<file path="config.mk">
export PLATFORM = sky130hd
export DESIGN_NAME = swd_supervisor
export DESIGN_NICKNAME = d
export VERILOG_FILES = /design/src/design/swd_pkg.sv /design/src/design/swd_supervisor.sv
export VERILOG_INCLUDE_DIRS = /design/src /design/src/design
export SDC_FILE = /design/constraint.sdc
export NUM_CORES = 1
export LEC_CHECK = 0
export ABC_AREA = 1
export BUFFER_PORTS_ARGS = -buffer_cell sky130_fd_sc_hd__buf_2
export CAP_MARGIN = 20
export CORE_MARGIN = 2
export CORE_UTILIZATION = 30
export CTS_CLUSTER_DIAMETER = 80
export DETAILED_ROUTE_END_ITERATION = 7
export PLACE_DENSITY_LB_ADDON = 0.15
export SETUP_SLACK_MARGIN = 0.1
export SYNTH_ARGS = -nofsm -noshare
export SYNTH_HDL_FRONTEND = slang
export SYNTH_SLANG_ARGS = --single-unit
</file>
<file path="constraint.sdc">
create_clock -name sys_clk -period 45.5 [get_ports sys_clk]
set_input_delay 9.1 -clock sys_clk [delete_from_list [all_inputs] [get_ports sys_clk]]
set_output_delay 9.1 -clock sys_clk [all_outputs]
set_load 0.005 [all_outputs]
</file>
<file path="src/design/swd_defines.svh">
`ifndef SWD_DEFINES_SVH
`define SWD_DEFINES_SVH

// Clock rate in kHz (20 MHz)
`define SWD_CLK_KHZ 20000
// Kick pulse least width in ns, and cycles (rounded up, at least one)
`define SWD_KICK_MIN_NS 100
`define SWD_KICK_MIN_CYC ((`SWD_KICK_MIN_NS * `SWD_CLK_KHZ + 999999) / 1000000)
// Internal timeout 1.6 s, in ms
`define SWD_INT_TMO_MS 1600
// Capacitor timeout: 2.1 ms per nF, kept in tenths of ms per nF
`define SWD_CAP_TENTHS_MS_PER_NF 21
`define SWD_CAP_MIN_NF 8'h05
`define SWD_CAP_MAX_NF 8'h64
// Warning pulse 1 ms
`define SWD_WARN_MS 1
// Fault follows warning fall by 70 ns (rounded up)
`define SWD_FAULT_DLY_NS 70
`define SWD_FAULT_DLY_CYC ((`SWD_FAULT_DLY_NS * `SWD_CLK_KHZ + 999999) / 1000000)
// Chip-select hold after reset assertion 15 us (rounded down)
`define SWD_CS_HOLD_US 15
`define SWD_CS_HOLD_CYC ((`SWD_CS_HOLD_US * `SWD_CLK_KHZ) / 1000)
// Reset timeout 200 ms
`define SWD_RST_TMO_MS 200
// Manual reset least low time 15 us (rounded up)
`define SWD_MR_MIN_US 15
`define SWD_MR_MIN_CYC ((`SWD_MR_MIN_US * `SWD_CLK_KHZ + 999) / 1000)
// Cycles per millisecond
`define SWD_CYC_PER_MS `SWD_CLK_KHZ

`endif

</file>
<file path="src/design/swd_pkg.sv">
package swd_pkg;

	typedef enum logic [1:0] {
		SWD_WD_RUN = 2'b00,
		SWD_WD_WARN = 2'b01,
		SWD_WD_DLY = 2'b10,
		SWD_WD_FAULT = 2'b11
	} swd_wd_state_type;

	typedef enum logic [1:0] {
		SWD_CS_PASS = 2'b00,
		SWD_CS_HOLD = 2'b01,
		SWD_CS_OFF = 2'b10
	} swd_cs_state_type;

	// Analog comparator status, synchronous to the clock
	typedef struct packed {
		logic below_thresh;
		logic batt_backup;
		logic kick_open;
	} swd_status_type;

	// Watchdog outputs, both active low
	typedef struct packed {
		logic warn_n;
		logic fault_n;
	} swd_wd_out_type;

endpackage : swd_pkg

</file>
<file path="src/design/swd_supervisor.sv">
// What this block does
// - Any kick level change or 100ns pulse restarts the timeout.
// - Timeout select tied to supply uses internal 1.6 s timeout.
// - Capacitor timeout is 2.1 ms per nF, 5nF to 100nF.
// - Open mid-level kick input disables watchdog, no faults.
// - Below reset threshold the watchdog is off and kick ignored.
// - Fault output high when below threshold, on battery, or open kick.
// - Missed timeout drives warning pulse low for 1 ms.
// - Fault falls 70 ns after warning falls; high when a first miss makes warning fall, already low on a repeat miss.
// - Fault stays low until the next kick level change; after a kick during the warning pulse it rises when the pulse ends.
// - Reset inactive: chip-select output follows chip-select input.
// - Reset asserted: chip-select path open, memory not selected.
// - Disabled gate drives chip-select output high; released on enable.
// - Power-down: disconnect on input high or 15 us after reset.
// - Power-up: path stays off until reset deasserts after timeout.
// - Reset holds 200 ms after threshold rise or manual reset release.
// - Manual reset low 15 us clears counters, watchdog outputs high, reset output low, gate off.
`timescale 1ns/10ps
`include "swd_defines.svh"

module swd_supervisor #(
	parameter int TMO_W = 32,
	parameter int CNT_W = 24,
	parameter logic [TMO_W-1:0] INT_TMO_CYC =
		TMO_W'(`SWD_INT_TMO_MS * `SWD_CYC_PER_MS),
	parameter logic [CNT_W-1:0] WARN_CYC =
		CNT_W'(`SWD_WARN_MS * `SWD_CYC_PER_MS),
	parameter logic [CNT_W-1:0] RST_TMO_CYC =
		CNT_W'(`SWD_RST_TMO_MS * `SWD_CYC_PER_MS),
	parameter logic [CNT_W-1:0] CYC_PER_MS = CNT_W'(`SWD_CYC_PER_MS)
) (
	input wire logic sys_clk,
	input wire logic sys_rst,
	input wire logic watchdog_kick_in,
	input wire swd_pkg::swd_status_type status_in,
	input wire logic timeout_select_pin,
	input wire logic [7:0] cap_nf_in,
	input wire logic manual_reset_in_n,
	input wire logic cs_in_n,
	output logic reset_out_n,
	output swd_pkg::swd_wd_out_type wd_out,
	output logic cs_out_n,
	output logic cs_out_oe
);

	localparam int KMIN = `SWD_KICK_MIN_CYC;
	localparam int FDLY = `SWD_FAULT_DLY_CYC;
	localparam int CSH = `SWD_CS_HOLD_CYC;
	localparam int MRMIN = `SWD_MR_MIN_CYC;

	// Capacitor timeout in cycles, range clamped to the valid span
	function automatic logic [TMO_W-1:0] cap_tmo(input logic [7:0] nf);
		logic [7:0] c;
		c = nf;
		if (c < `SWD_CAP_MIN_NF) begin
			c = `SWD_CAP_MIN_NF;
		end else if (c > `SWD_CAP_MAX_NF) begin
			c = `SWD_CAP_MAX_NF;
		end
		cap_tmo = TMO_W'(({24'h0, c} * `SWD_CAP_TENTHS_MS_PER_NF
			* CYC_PER_MS) / 10);
	endfunction : cap_tmo

	////////////////////////////////////////////////////////////////////
	// Kick input sampling and level-change detection
	logic kick_s1_r, kick_s2_r, kick_s3_r;
	logic kick_s1_nxt, kick_s2_nxt, kick_s3_nxt;
	logic [3:0] kick_w_r, kick_w_nxt;
	logic kick_ev;

	always_comb begin
		kick_s1_nxt = watchdog_kick_in;
		kick_s2_nxt = kick_s1_r;
		kick_s3_nxt = kick_s2_r;
		kick_w_nxt = kick_w_r;
		// Level must stand KMIN cycles; a shorter glitch counts once the restored level stands
		if (kick_s2_r != kick_s3_r) begin
			kick_w_nxt = 4'h1;
		end else if (kick_w_r != 4'h0 && kick_w_r < 4'(KMIN)) begin
			kick_w_nxt = kick_w_r + 4'h1;
		end else begin
			kick_w_nxt = 4'h0;
		end
		// A pulse counts on its qualified rising or falling part
		kick_ev = (kick_w_r == 4'(KMIN)) && (kick_s2_r == kick_s3_r);
	end

	always_ff @(posedge sys_clk) begin
		if (sys_rst) begin
			kick_s1_r <= 1'b0;
			kick_s2_r <= 1'b0;
			kick_s3_r <= 1'b0;
			kick_w_r <= 4'h0;
		end else begin
			kick_s1_r <= kick_s1_nxt;
			kick_s2_r <= kick_s2_nxt;
			kick_s3_r <= kick_s3_nxt;
			kick_w_r <= kick_w_nxt;
		end
	end

	////////////////////////////////////////////////////////////////////
	// Reset generation: threshold, manual reset, 200 ms timeout
	logic [CNT_W-1:0] rst_cnt_r, rst_cnt_nxt;
	logic [CNT_W-1:0] mr_cnt_r, mr_cnt_nxt;
	logic rst_act_r, rst_act_nxt;
	logic mr_hit;

	always_comb begin
		rst_cnt_nxt = rst_cnt_r;
		mr_cnt_nxt = mr_cnt_r;
		rst_act_nxt = rst_act_r;
		// Short manual presses are filtered out entirely
		if (manual_reset_in_n) begin
			mr_cnt_nxt = '0;
		end else if (mr_cnt_r < CNT_W'(MRMIN)) begin
			mr_cnt_nxt = mr_cnt_r + 1'b1;
		end
		mr_hit = (mr_cnt_r == CNT_W'(MRMIN));
		if (status_in.below_thresh || mr_hit) begin
			rst_act_nxt = 1'b1;
			rst_cnt_nxt = '0;
		end else if (rst_act_r) begin
			if (rst_cnt_r >= RST_TMO_CYC - 1'b1) begin
				rst_act_nxt = 1'b0;
			end else begin
				rst_cnt_nxt = rst_cnt_r + 1'b1;
			end
		end
	end

	always_ff @(posedge sys_clk) begin
		if (sys_rst) begin
			rst_cnt_r <= '0;
			mr_cnt_r <= '0;
			rst_act_r <= 1'b1;
		end else begin
			rst_cnt_r <= rst_cnt_nxt;
			mr_cnt_r <= mr_cnt_nxt;
			rst_act_r <= rst_act_nxt;
		end
	end

	assign reset_out_n = ~rst_act_r;

	////////////////////////////////////////////////////////////////////
	// Watchdog timer
	swd_pkg::swd_wd_state_type wd_st_r, wd_st_nxt;
	logic [TMO_W-1:0] wd_cnt_r, wd_cnt_nxt;
	logic [TMO_W-1:0] tmo_cyc;
	logic wd_off;
	logic warn_n_r, warn_n_nxt;
	logic fault_n_r, fault_n_nxt;

	always_comb begin
		// Select pin high picks the internal period
		tmo_cyc = timeout_select_pin ? INT_TMO_CYC
			: cap_tmo(cap_nf_in);
		wd_off = status_in.below_thresh || status_in.batt_backup
			|| status_in.kick_open || mr_hit;
		wd_st_nxt = wd_st_r;
		wd_cnt_nxt = wd_cnt_r;
		warn_n_nxt = 1'b1;
		fault_n_nxt = fault_n_r;
		if (wd_off) begin
			wd_st_nxt = swd_pkg::SWD_WD_RUN;
			wd_cnt_nxt = '0;
			fault_n_nxt = 1'b1;
		end else begin
			case (wd_st_r)
				swd_pkg::SWD_WD_RUN: begin
					if (kick_ev) begin
						wd_cnt_nxt = '0;
					end else if (wd_cnt_r >= tmo_cyc - 1'b1) begin
						wd_cnt_nxt = '0;
						warn_n_nxt = 1'b0;
						wd_st_nxt = swd_pkg::SWD_WD_WARN;
					end else begin
						wd_cnt_nxt = wd_cnt_r + 1'b1;
					end
				end
				swd_pkg::SWD_WD_WARN, swd_pkg::SWD_WD_DLY: begin
					// Pulse runs its full width even if kicked
					warn_n_nxt = (wd_cnt_r >= TMO_W'(WARN_CYC) - 1'b1);
					wd_cnt_nxt = wd_cnt_r + 1'b1;
					if (wd_cnt_r == TMO_W'(FDLY) - 1'b1) begin
						fault_n_nxt = 1'b0;
					end
					if (kick_ev) begin
						wd_st_nxt = swd_pkg::SWD_WD_DLY;
					end
					if (warn_n_nxt) begin
						wd_cnt_nxt = '0;
						wd_st_nxt = (wd_st_r == swd_pkg::SWD_WD_DLY || kick_ev)
							? swd_pkg::SWD_WD_RUN : swd_pkg::SWD_WD_FAULT;
						if (wd_st_nxt == swd_pkg::SWD_WD_RUN) begin
							fault_n_nxt = 1'b1;
						end
					end
				end
				swd_pkg::SWD_WD_FAULT: begin
					// Period keeps running; later misses pulse again
					if (kick_ev) begin
						fault_n_nxt = 1'b1;
						wd_cnt_nxt = '0;
						wd_st_nxt = swd_pkg::SWD_WD_RUN;
					end else if (wd_cnt_r >= tmo_cyc - 1'b1) begin
						wd_cnt_nxt = '0;
						warn_n_nxt = 1'b0;
						wd_st_nxt = swd_pkg::SWD_WD_WARN;
					end else begin
						wd_cnt_nxt = wd_cnt_r + 1'b1;
					end
				end
				default: begin
					wd_st_nxt = swd_pkg::SWD_WD_RUN;
					wd_cnt_nxt = '0;
				end
			endcase
		end
	end

	always_ff @(posedge sys_clk) begin
		if (sys_rst) begin
			wd_st_r <= swd_pkg::SWD_WD_RUN;
			wd_cnt_r <= '0;
			warn_n_r <= 1'b1;
			fault_n_r <= 1'b1;
		end else begin
			wd_st_r <= wd_st_nxt;
			wd_cnt_r <= wd_cnt_nxt;
			warn_n_r <= warn_n_nxt;
			fault_n_r <= fault_n_nxt;
		end
	end

	assign wd_out.warn_n = warn_n_r;
	assign wd_out.fault_n = fault_n_r;

	////////////////////////////////////////////////////////////////////
	// Chip-select gate
	swd_pkg::swd_cs_state_type cs_st_r, cs_st_nxt;
	logic [CNT_W-1:0] cs_cnt_r, cs_cnt_nxt;

	always_comb begin
		cs_st_nxt = cs_st_r;
		cs_cnt_nxt = '0;
		case (cs_st_r)
			swd_pkg::SWD_CS_PASS: begin
				if (rst_act_nxt) begin
					// Let a running memory cycle finish
					cs_st_nxt = cs_in_n ? swd_pkg::SWD_CS_OFF
						: swd_pkg::SWD_CS_HOLD;
				end
			end
			swd_pkg::SWD_CS_HOLD: begin
				cs_cnt_nxt = cs_cnt_r + 1'b1;
				if (cs_in_n || mr_hit || cs_cnt_r >= CNT_W'(CSH) - 1'b1) begin
					cs_st_nxt = swd_pkg::SWD_CS_OFF;
				end
			end
			swd_pkg::SWD_CS_OFF: begin
				if (!rst_act_r) begin
					cs_st_nxt = swd_pkg::SWD_CS_PASS;
				end
			end
			default: cs_st_nxt = swd_pkg::SWD_CS_OFF;
		endcase
	end

	always_ff @(posedge sys_clk) begin
		if (sys_rst) begin
			cs_st_r <= swd_pkg::SWD_CS_OFF;
			cs_cnt_r <= '0;
		end else begin
			cs_st_r <= cs_st_nxt;
			cs_cnt_r <= cs_cnt_nxt;
		end
	end

	// Gate output modelled as a direct path; off means driven high
	always_comb begin
		cs_out_oe = 1'b1;
		if (cs_st_r == swd_pkg::SWD_CS_OFF) begin
			cs_out_n = 1'b1;
		end else begin
			cs_out_n = cs_in_n;
		end
	end

endmodule : swd_supervisor

</file>
==> results.sh, run 1 <==
export IMPL_grt_max_degree=33
export IMPL_slowest_delay_ps=670
export IMPL_grtUsageMet2_pct=27.4
export IMPL_yosysSeqAreaShare_pct=10.3
export IMPL_slew_headroom_pct=24.4
export IMPL_firstDrtPassIters=5
export IMPL_slew_viol_final=0
export IMPL_fp_dieW_um=280
export IMPL_nNetsFinal=3745
export IMPL_grt_pass1_vias=20500
export IMPL_drive_gt1_share_pct=21.4
export IMPL_wirelength_um=63700
export IMPL_synth_enable_flop_cells=0
export IMPL_period_share_pct=92.0
export IMPL_vias_per_cell=4.69
export IMPL_drcViolationCount=0
export IMPL_cts_resized=0
export IMPL_fin_skew_ps=10.4
export IMPL_grt_pass1_wl_um=106000
export IMPL_critPathMostFrequentCell="nand2_1"
export IMPL_antenna_found_initial=1
export IMPL_grt_use_met1_pct=23.0
export IMPL_cp_end_kind="register"
export IMPL_wire_per_inst_um=14.0
export IMPL_vias=21300
export IMPL_max_clock_freq_ghz=0.0239
export IMPL_synthArstFlopShare_pct=0
export IMPL_portBuffers=20
export IMPL_worst_slack_ps=3630
export IMPL_ios=22
export IMPL_post_cts_buffers=0
export IMPL_cap_violations=0
export IMPL_ctsHoldBuffers=0
export IMPL_start_kind="primary input"
export IMPL_syn_instance_count=3560
export IMPL_cts_root_buf="clkbuf_16"
export IMPL_core_area_um2=75700
export IMPL_clock_latency_ps=420
export IMPL_syn2layout_area_growth_pct=6.23
export IMPL_fin_crit_ps=41870
export IMPL_overflow=0
export IMPL_cts_num_sinks=118
export IMPL_use_met3_pct=1.59
export IMPL_syn_area_per_cell_um2=6.42
export IMPL_hp_class="reg2reg"
export IMPL_rows=101
export IMPL_setup_violations_final=0
export IMPL_synth_cell_type_count=79
export IMPL_synth_flop_cell="dfxtp_1"
export IMPL_clk_transition_reported_paths_ps=60
export IMPL_cts_buffers=17
export IMPL_routabilityCongestion=0.876
export IMPL_ys_ff_latch=118
export IMPL_rsz0062_at_grt="false"
export IMPL_fp_dieH_um=280
export IMPL_initial_utilization_pct=30.2
export IMPL_dp_hpwl_um=53400
export IMPL_hold_violations=0
export IMPL_dp_slack_ps=3000
export IMPL_grt_use_total_pct=16.5
export IMPL_worstMarginPinSlew_ps=1120
export IMPL_setup_tns_ps=0
export IMPL_drt_iter0_drc=1173
export IMPL_path_class="in2reg"
export IMPL_fp_dieArea_um2=78400
export IMPL_cp_max_fo=32
export IMPL_clk_path_buf_depth=2
export IMPL_ys_warn_count=0
export IMPL_busiest_layer="met2"
export IMPL_cp_arrival_ps=42200
export IMPL_slowest_stage="nor2_1"
export IMPL_htreeDepth=4
export IMPL_required_ps=45840
export IMPL_ant_nets=0
export IMPL_cts_tree="built"
export IMPL_synth_area_um2=22800
export IMPL_outcome="completed"
[Yosys cell counts, types with 95 or more instances]
library cell	instances	share of area [%]
nand3_1	304	6.7
nand2_4	140	6.9
nand2_1	752	12
nand3_2	95	4.2
ha_1	144	7.9
nand2_2	202	5.5
inv_1	497	8.2
a21oi_1	106	2.3
nor2_1	384	6.3
nand4_1	105	2.9
dfxtp_1	118	10
[state kept, by name, indices dropped and copies added (netlist names), 2 cells and up]
| signal | cells |
|---|---|
| wd_cnt_r | 32 |
| wd_st_r | 2 |
| cs_st_r | 2 |
| rst_cnt_r | 24 |
| kick_w_r | 4 |
| mr_cnt_r | 24 |
| cs_cnt_r | 24 |
[path summary, 6_finish.rpt]
check	endpoint	slack, ps	cells past startpoint	from
setup / recovery	wd_cnt_r[4]	3630	185	cap_nf_in[1]
hold reg to reg	mr_cnt_r[17]	430	2	mr_cnt_r[17]
hold / removal	mr_cnt_r[17]	430	2	mr_cnt_r[17]
setup reg to reg	wd_cnt_r[30]	41990	20	wd_cnt_r[0]
[routing by layer]
| layer | vias to the layer above | part of all wire, % |
|---|---|---|
| li1 | 11400 | - |
| met1 | 9608 | 51 |
| met2 | 256 | 45 |
| met3 | 44 | 2.4 |
| met4 | 0 | 1.5 |
| met5 | - | 0 |
[stage by stage]
step / hold slack (ps) / utilization (%) / cells / cell area [um2]
CTS: 426 / 32.1 / 4546 / 24300
global placement: 418 / 31.2 / 4515 / 23600
detailed placement: 418 / 31.2 / 4516 / 23600
floorplan: 388 / - / 3563 / 22900
finish: 426 / 32.1 / 4547 / 24300
global route: 447 / 32.1 / 4546 / 24300
[layout by cell type, fill, tap and decap left out, types with 17 or more instances in the layout]
master and count:
nand2_1 752, inv_1 497, nor2_1 384, nand3_1 304, nand2_2 202, ha_1 144, nand2_4 140, dfxtp_1 118
a21oi_1 106, nand4_1 105, nand3_2 95, o21ai_0 67, nor2_2 67, xor2_1 66, nor3_1 53, inv_2 46
nor2_4 36, nor4_1 28, fa_1 27, clkinv_1 25, xnor2_1 22, nand3b_1 20, buf_2 20, nand3_4 18
clkbuf_16 17
[cell families (layout without fill, tap and decap cells)]
group,count (synthesis),after routing,share of synthesized area [%]
XOR/XNOR,89,89,3.45
other,2,6,0.0329
AND/OR/NAND/NOR,2269,2269,55.9
adder cells (fa/ha/maj),171,171,10.3
buffers and inverters,651,656,13.1
flip-flops,118,118,10.3
AO/OA/AOI/OAI,260,260,6.90
[area by class of cell]
class | instances | area [um2]
inverter | 598 | 2360
timing repair buffer | 28 | 180
tap | 978 | 1220
fill | 8390 | 51400
multi-input combinational | 2794 | 17500
clock inverter | 8 | 146
sequential | 118 | 2360
antenna | 1 | 2.50
clock buffer | 22 | 484
[critical path: cells and delay by family]
family,cells,cell delay (ps)
fa+ha+maj,13,4470
simple gates,140,21620
buf+inv,14,2590
compound gates,17,3900
xor+xnor,1,330
Power of run 1 is left out: the tool's default activity adds up to more than one toggle a clock period on the data nets, which glitch-free logic cannot reach.
==> inputs of run 2 (changes only) <==
==> constraint.sdc (replaced) <==
create_clock -name sys_clk -period 49.7 [get_ports sys_clk]
set_input_delay 7.455 -clock sys_clk [delete_from_list [all_inputs] [get_ports sys_clk]]
set_output_delay 7.455 -clock sys_clk [all_outputs]
set_load 0.005 [all_outputs]
==> run 2 against run 1 <==
  * Register-to-register slack improved by 4200 ps
  * Utilization is 0.076 points lower
  * Routed wire length about the same
  * Global-route usage hardly changed
  * Sequential share of layout area is essentially flat
  * Non-clock buffer count stayed put
  * First-iteration DRC count fell by 9.2%
  * Count of clock-buffer cells in the layout fell by 1
  * Die area did not move
  * Clock skew decreased by 1.5 ps
  * Sequential cell count unchanged
  * Final cell count did not move
  * Critical endpoint is now wd_cnt_r[21]
  * Largest cell class unchanged
==> results.sh, run 2 (synthesis gave the netlist of run 1 again) <==
export IMPL_cts_num_sinks=118
export IMPL_r2r_cells=15
export IMPL_path_class="in2reg"
export IMPL_period_share_pct=80.7
export IMPL_wirelength_um=63700
export IMPL_worst_r2r_setup_slack_ps=46230
export IMPL_critPathMostFrequentCell="nand2_1"
export IMPL_firstDrtPassIters=5
export IMPL_hold_path_depth=2
export IMPL_cts_resized=0
export IMPL_grt_use_total_pct=16.5
export IMPL_cp_arrival_ps=40450
export IMPL_cts_tree="built"
export IMPL_clk_transition_reported_paths_ps=50
export IMPL_mostFrequentLayoutCell="nand2_1"
export IMPL_cts_buffers=17
export IMPL_grtUsageMet2_pct=27.1
export IMPL_hold_violations=0
export IMPL_syn2layout_area_growth_pct=5.98
export IMPL_busiest_layer="met2"
export IMPL_place_area_um2=23600
export IMPL_portBuffers=20
export IMPL_vias_per_cell=4.67
export IMPL_ctsHoldBuffers=0
export IMPL_required_ps=50040
export IMPL_dp_slack_ps=8870
export IMPL_final_cell_mix="nand2_1, inv_1, nor2_1"
export IMPL_fp_dieH_um=280
export IMPL_antenna_found_initial=1
export IMPL_hp_class="reg2reg"
export IMPL_cts_root_buf="clkbuf_16"
export IMPL_wire_per_inst_um=14.0
export IMPL_r2r_start="mr_cnt_r[0]"
export IMPL_dp_hpwl_um=53500
export IMPL_cap_violations=0
export IMPL_fp_dieArea_um2=78400
export IMPL_min_delay_start="kick_s1_r"
export IMPL_ios=22
export IMPL_grt_pass1_vias=20300
export IMPL_cp_max_fo=32
export IMPL_grt_use_met1_pct=23.1
export IMPL_cp_end_kind="register"
export IMPL_initial_utilization_pct=30.2
export IMPL_vias=21200
export IMPL_drive_gt1_share_pct=21.4
export IMPL_clock_latency_ps=420
export IMPL_final_area_um2=24200
export IMPL_grt_max_degree=33
export IMPL_largest_reg_flops=32
export IMPL_setup_violations_final=0
export IMPL_setup_tns_ps=0
export IMPL_worstReg2RegEnd="wd_cnt_r[21]"
export IMPL_rsz0062_at_grt="false"
export IMPL_grt_pass1_wl_um=106000
export IMPL_worst_slack_ps=9590
export IMPL_routabilityCongestion=0.877
export IMPL_drt_iter0_drc=1065
export IMPL_slew_viol_final=0
export IMPL_use_met3_pct=1.57
export IMPL_worstMarginPinSlew_ps=1100
export IMPL_dp_cells=4516
export IMPL_fin_crit_ps=40110
export IMPL_overflow=0
export IMPL_max_clock_freq_ghz=0.0249
export IMPL_core_area_um2=75700
export IMPL_rows=101
export IMPL_slowest_stage="nand3_1"
export IMPL_min_to="kick_s2_r"
export IMPL_ant_nets=0
export IMPL_nNetsFinal=3745
export IMPL_fin_skew_ps=9.00
export IMPL_final_cells=4547
export IMPL_clk_path_buf_depth=2
export IMPL_slew_headroom_pct=25.9
export IMPL_post_cts_buffers=0
export IMPL_drcViolationCount=0
export IMPL_fp_dieW_um=280
export IMPL_top_register="wd_cnt_r"
export IMPL_htreeDepth=4
export IMPL_slowest_delay_ps=660
export IMPL_outcome="completed"
export IMPL_start_kind="primary input"
run 2: cell type report:
class,count,area [um2]
fill,8322,51500
multi-input combinational,2794,17500
inverter,598,2360
sequential,118,2360
tap,978,1220
clock buffer,21,470
timing repair buffer,28,180
clock inverter,9,103
antenna,1,2.50
run 2: worst max-delay path, delay by kind of cell:
family | cells | cell delay, ps
AND/OR/NAND/NOR | 139 | 21810
adder cells (fa/ha/maj) | 13 | 4500
AO/OA/AOI/OAI | 16 | 3660
XOR/XNOR | 1 | 310
buffers and inverters | 14 | 2540
run 2: worst max path at each step:
stage / slack, ps / start / cells past startpoint / endpoint
after global routing: 6030 / cap_nf_in[1] / 185 / wd_cnt_r[13]
after global placement: 8480 / cap_nf_in[0] / 183 / wd_cnt_r[11]
after floorplan: 17950 / cap_nf_in[0] / 201 / wd_cnt_r[13]
after detailed placement: 8870 / cap_nf_in[0] / 181 / wd_cnt_r[14]
after CTS: 9280 / cap_nf_in[0] / 181 / wd_cnt_r[2]
final: 9590 / cap_nf_in[1] / 183 / wd_cnt_r[21]
run 2: through the flow:
stage / hold WS, ps / util [%]
after floorplan: 388 / -
after global placement: 419 / 31.2
after detailed placement: 420 / 31.2
after CTS: 426 / 32.0
after global routing: 453 / 32.0
final: 425 / 32.0
run 2: routing by layer:
layer  wire length [um]  share of wire [%]
met1              32400                 51
met2              28800                 45
met3               1510                2.4
met4                981                1.5
met5                  0                  0
Power of run 2 is left out for the same reason.
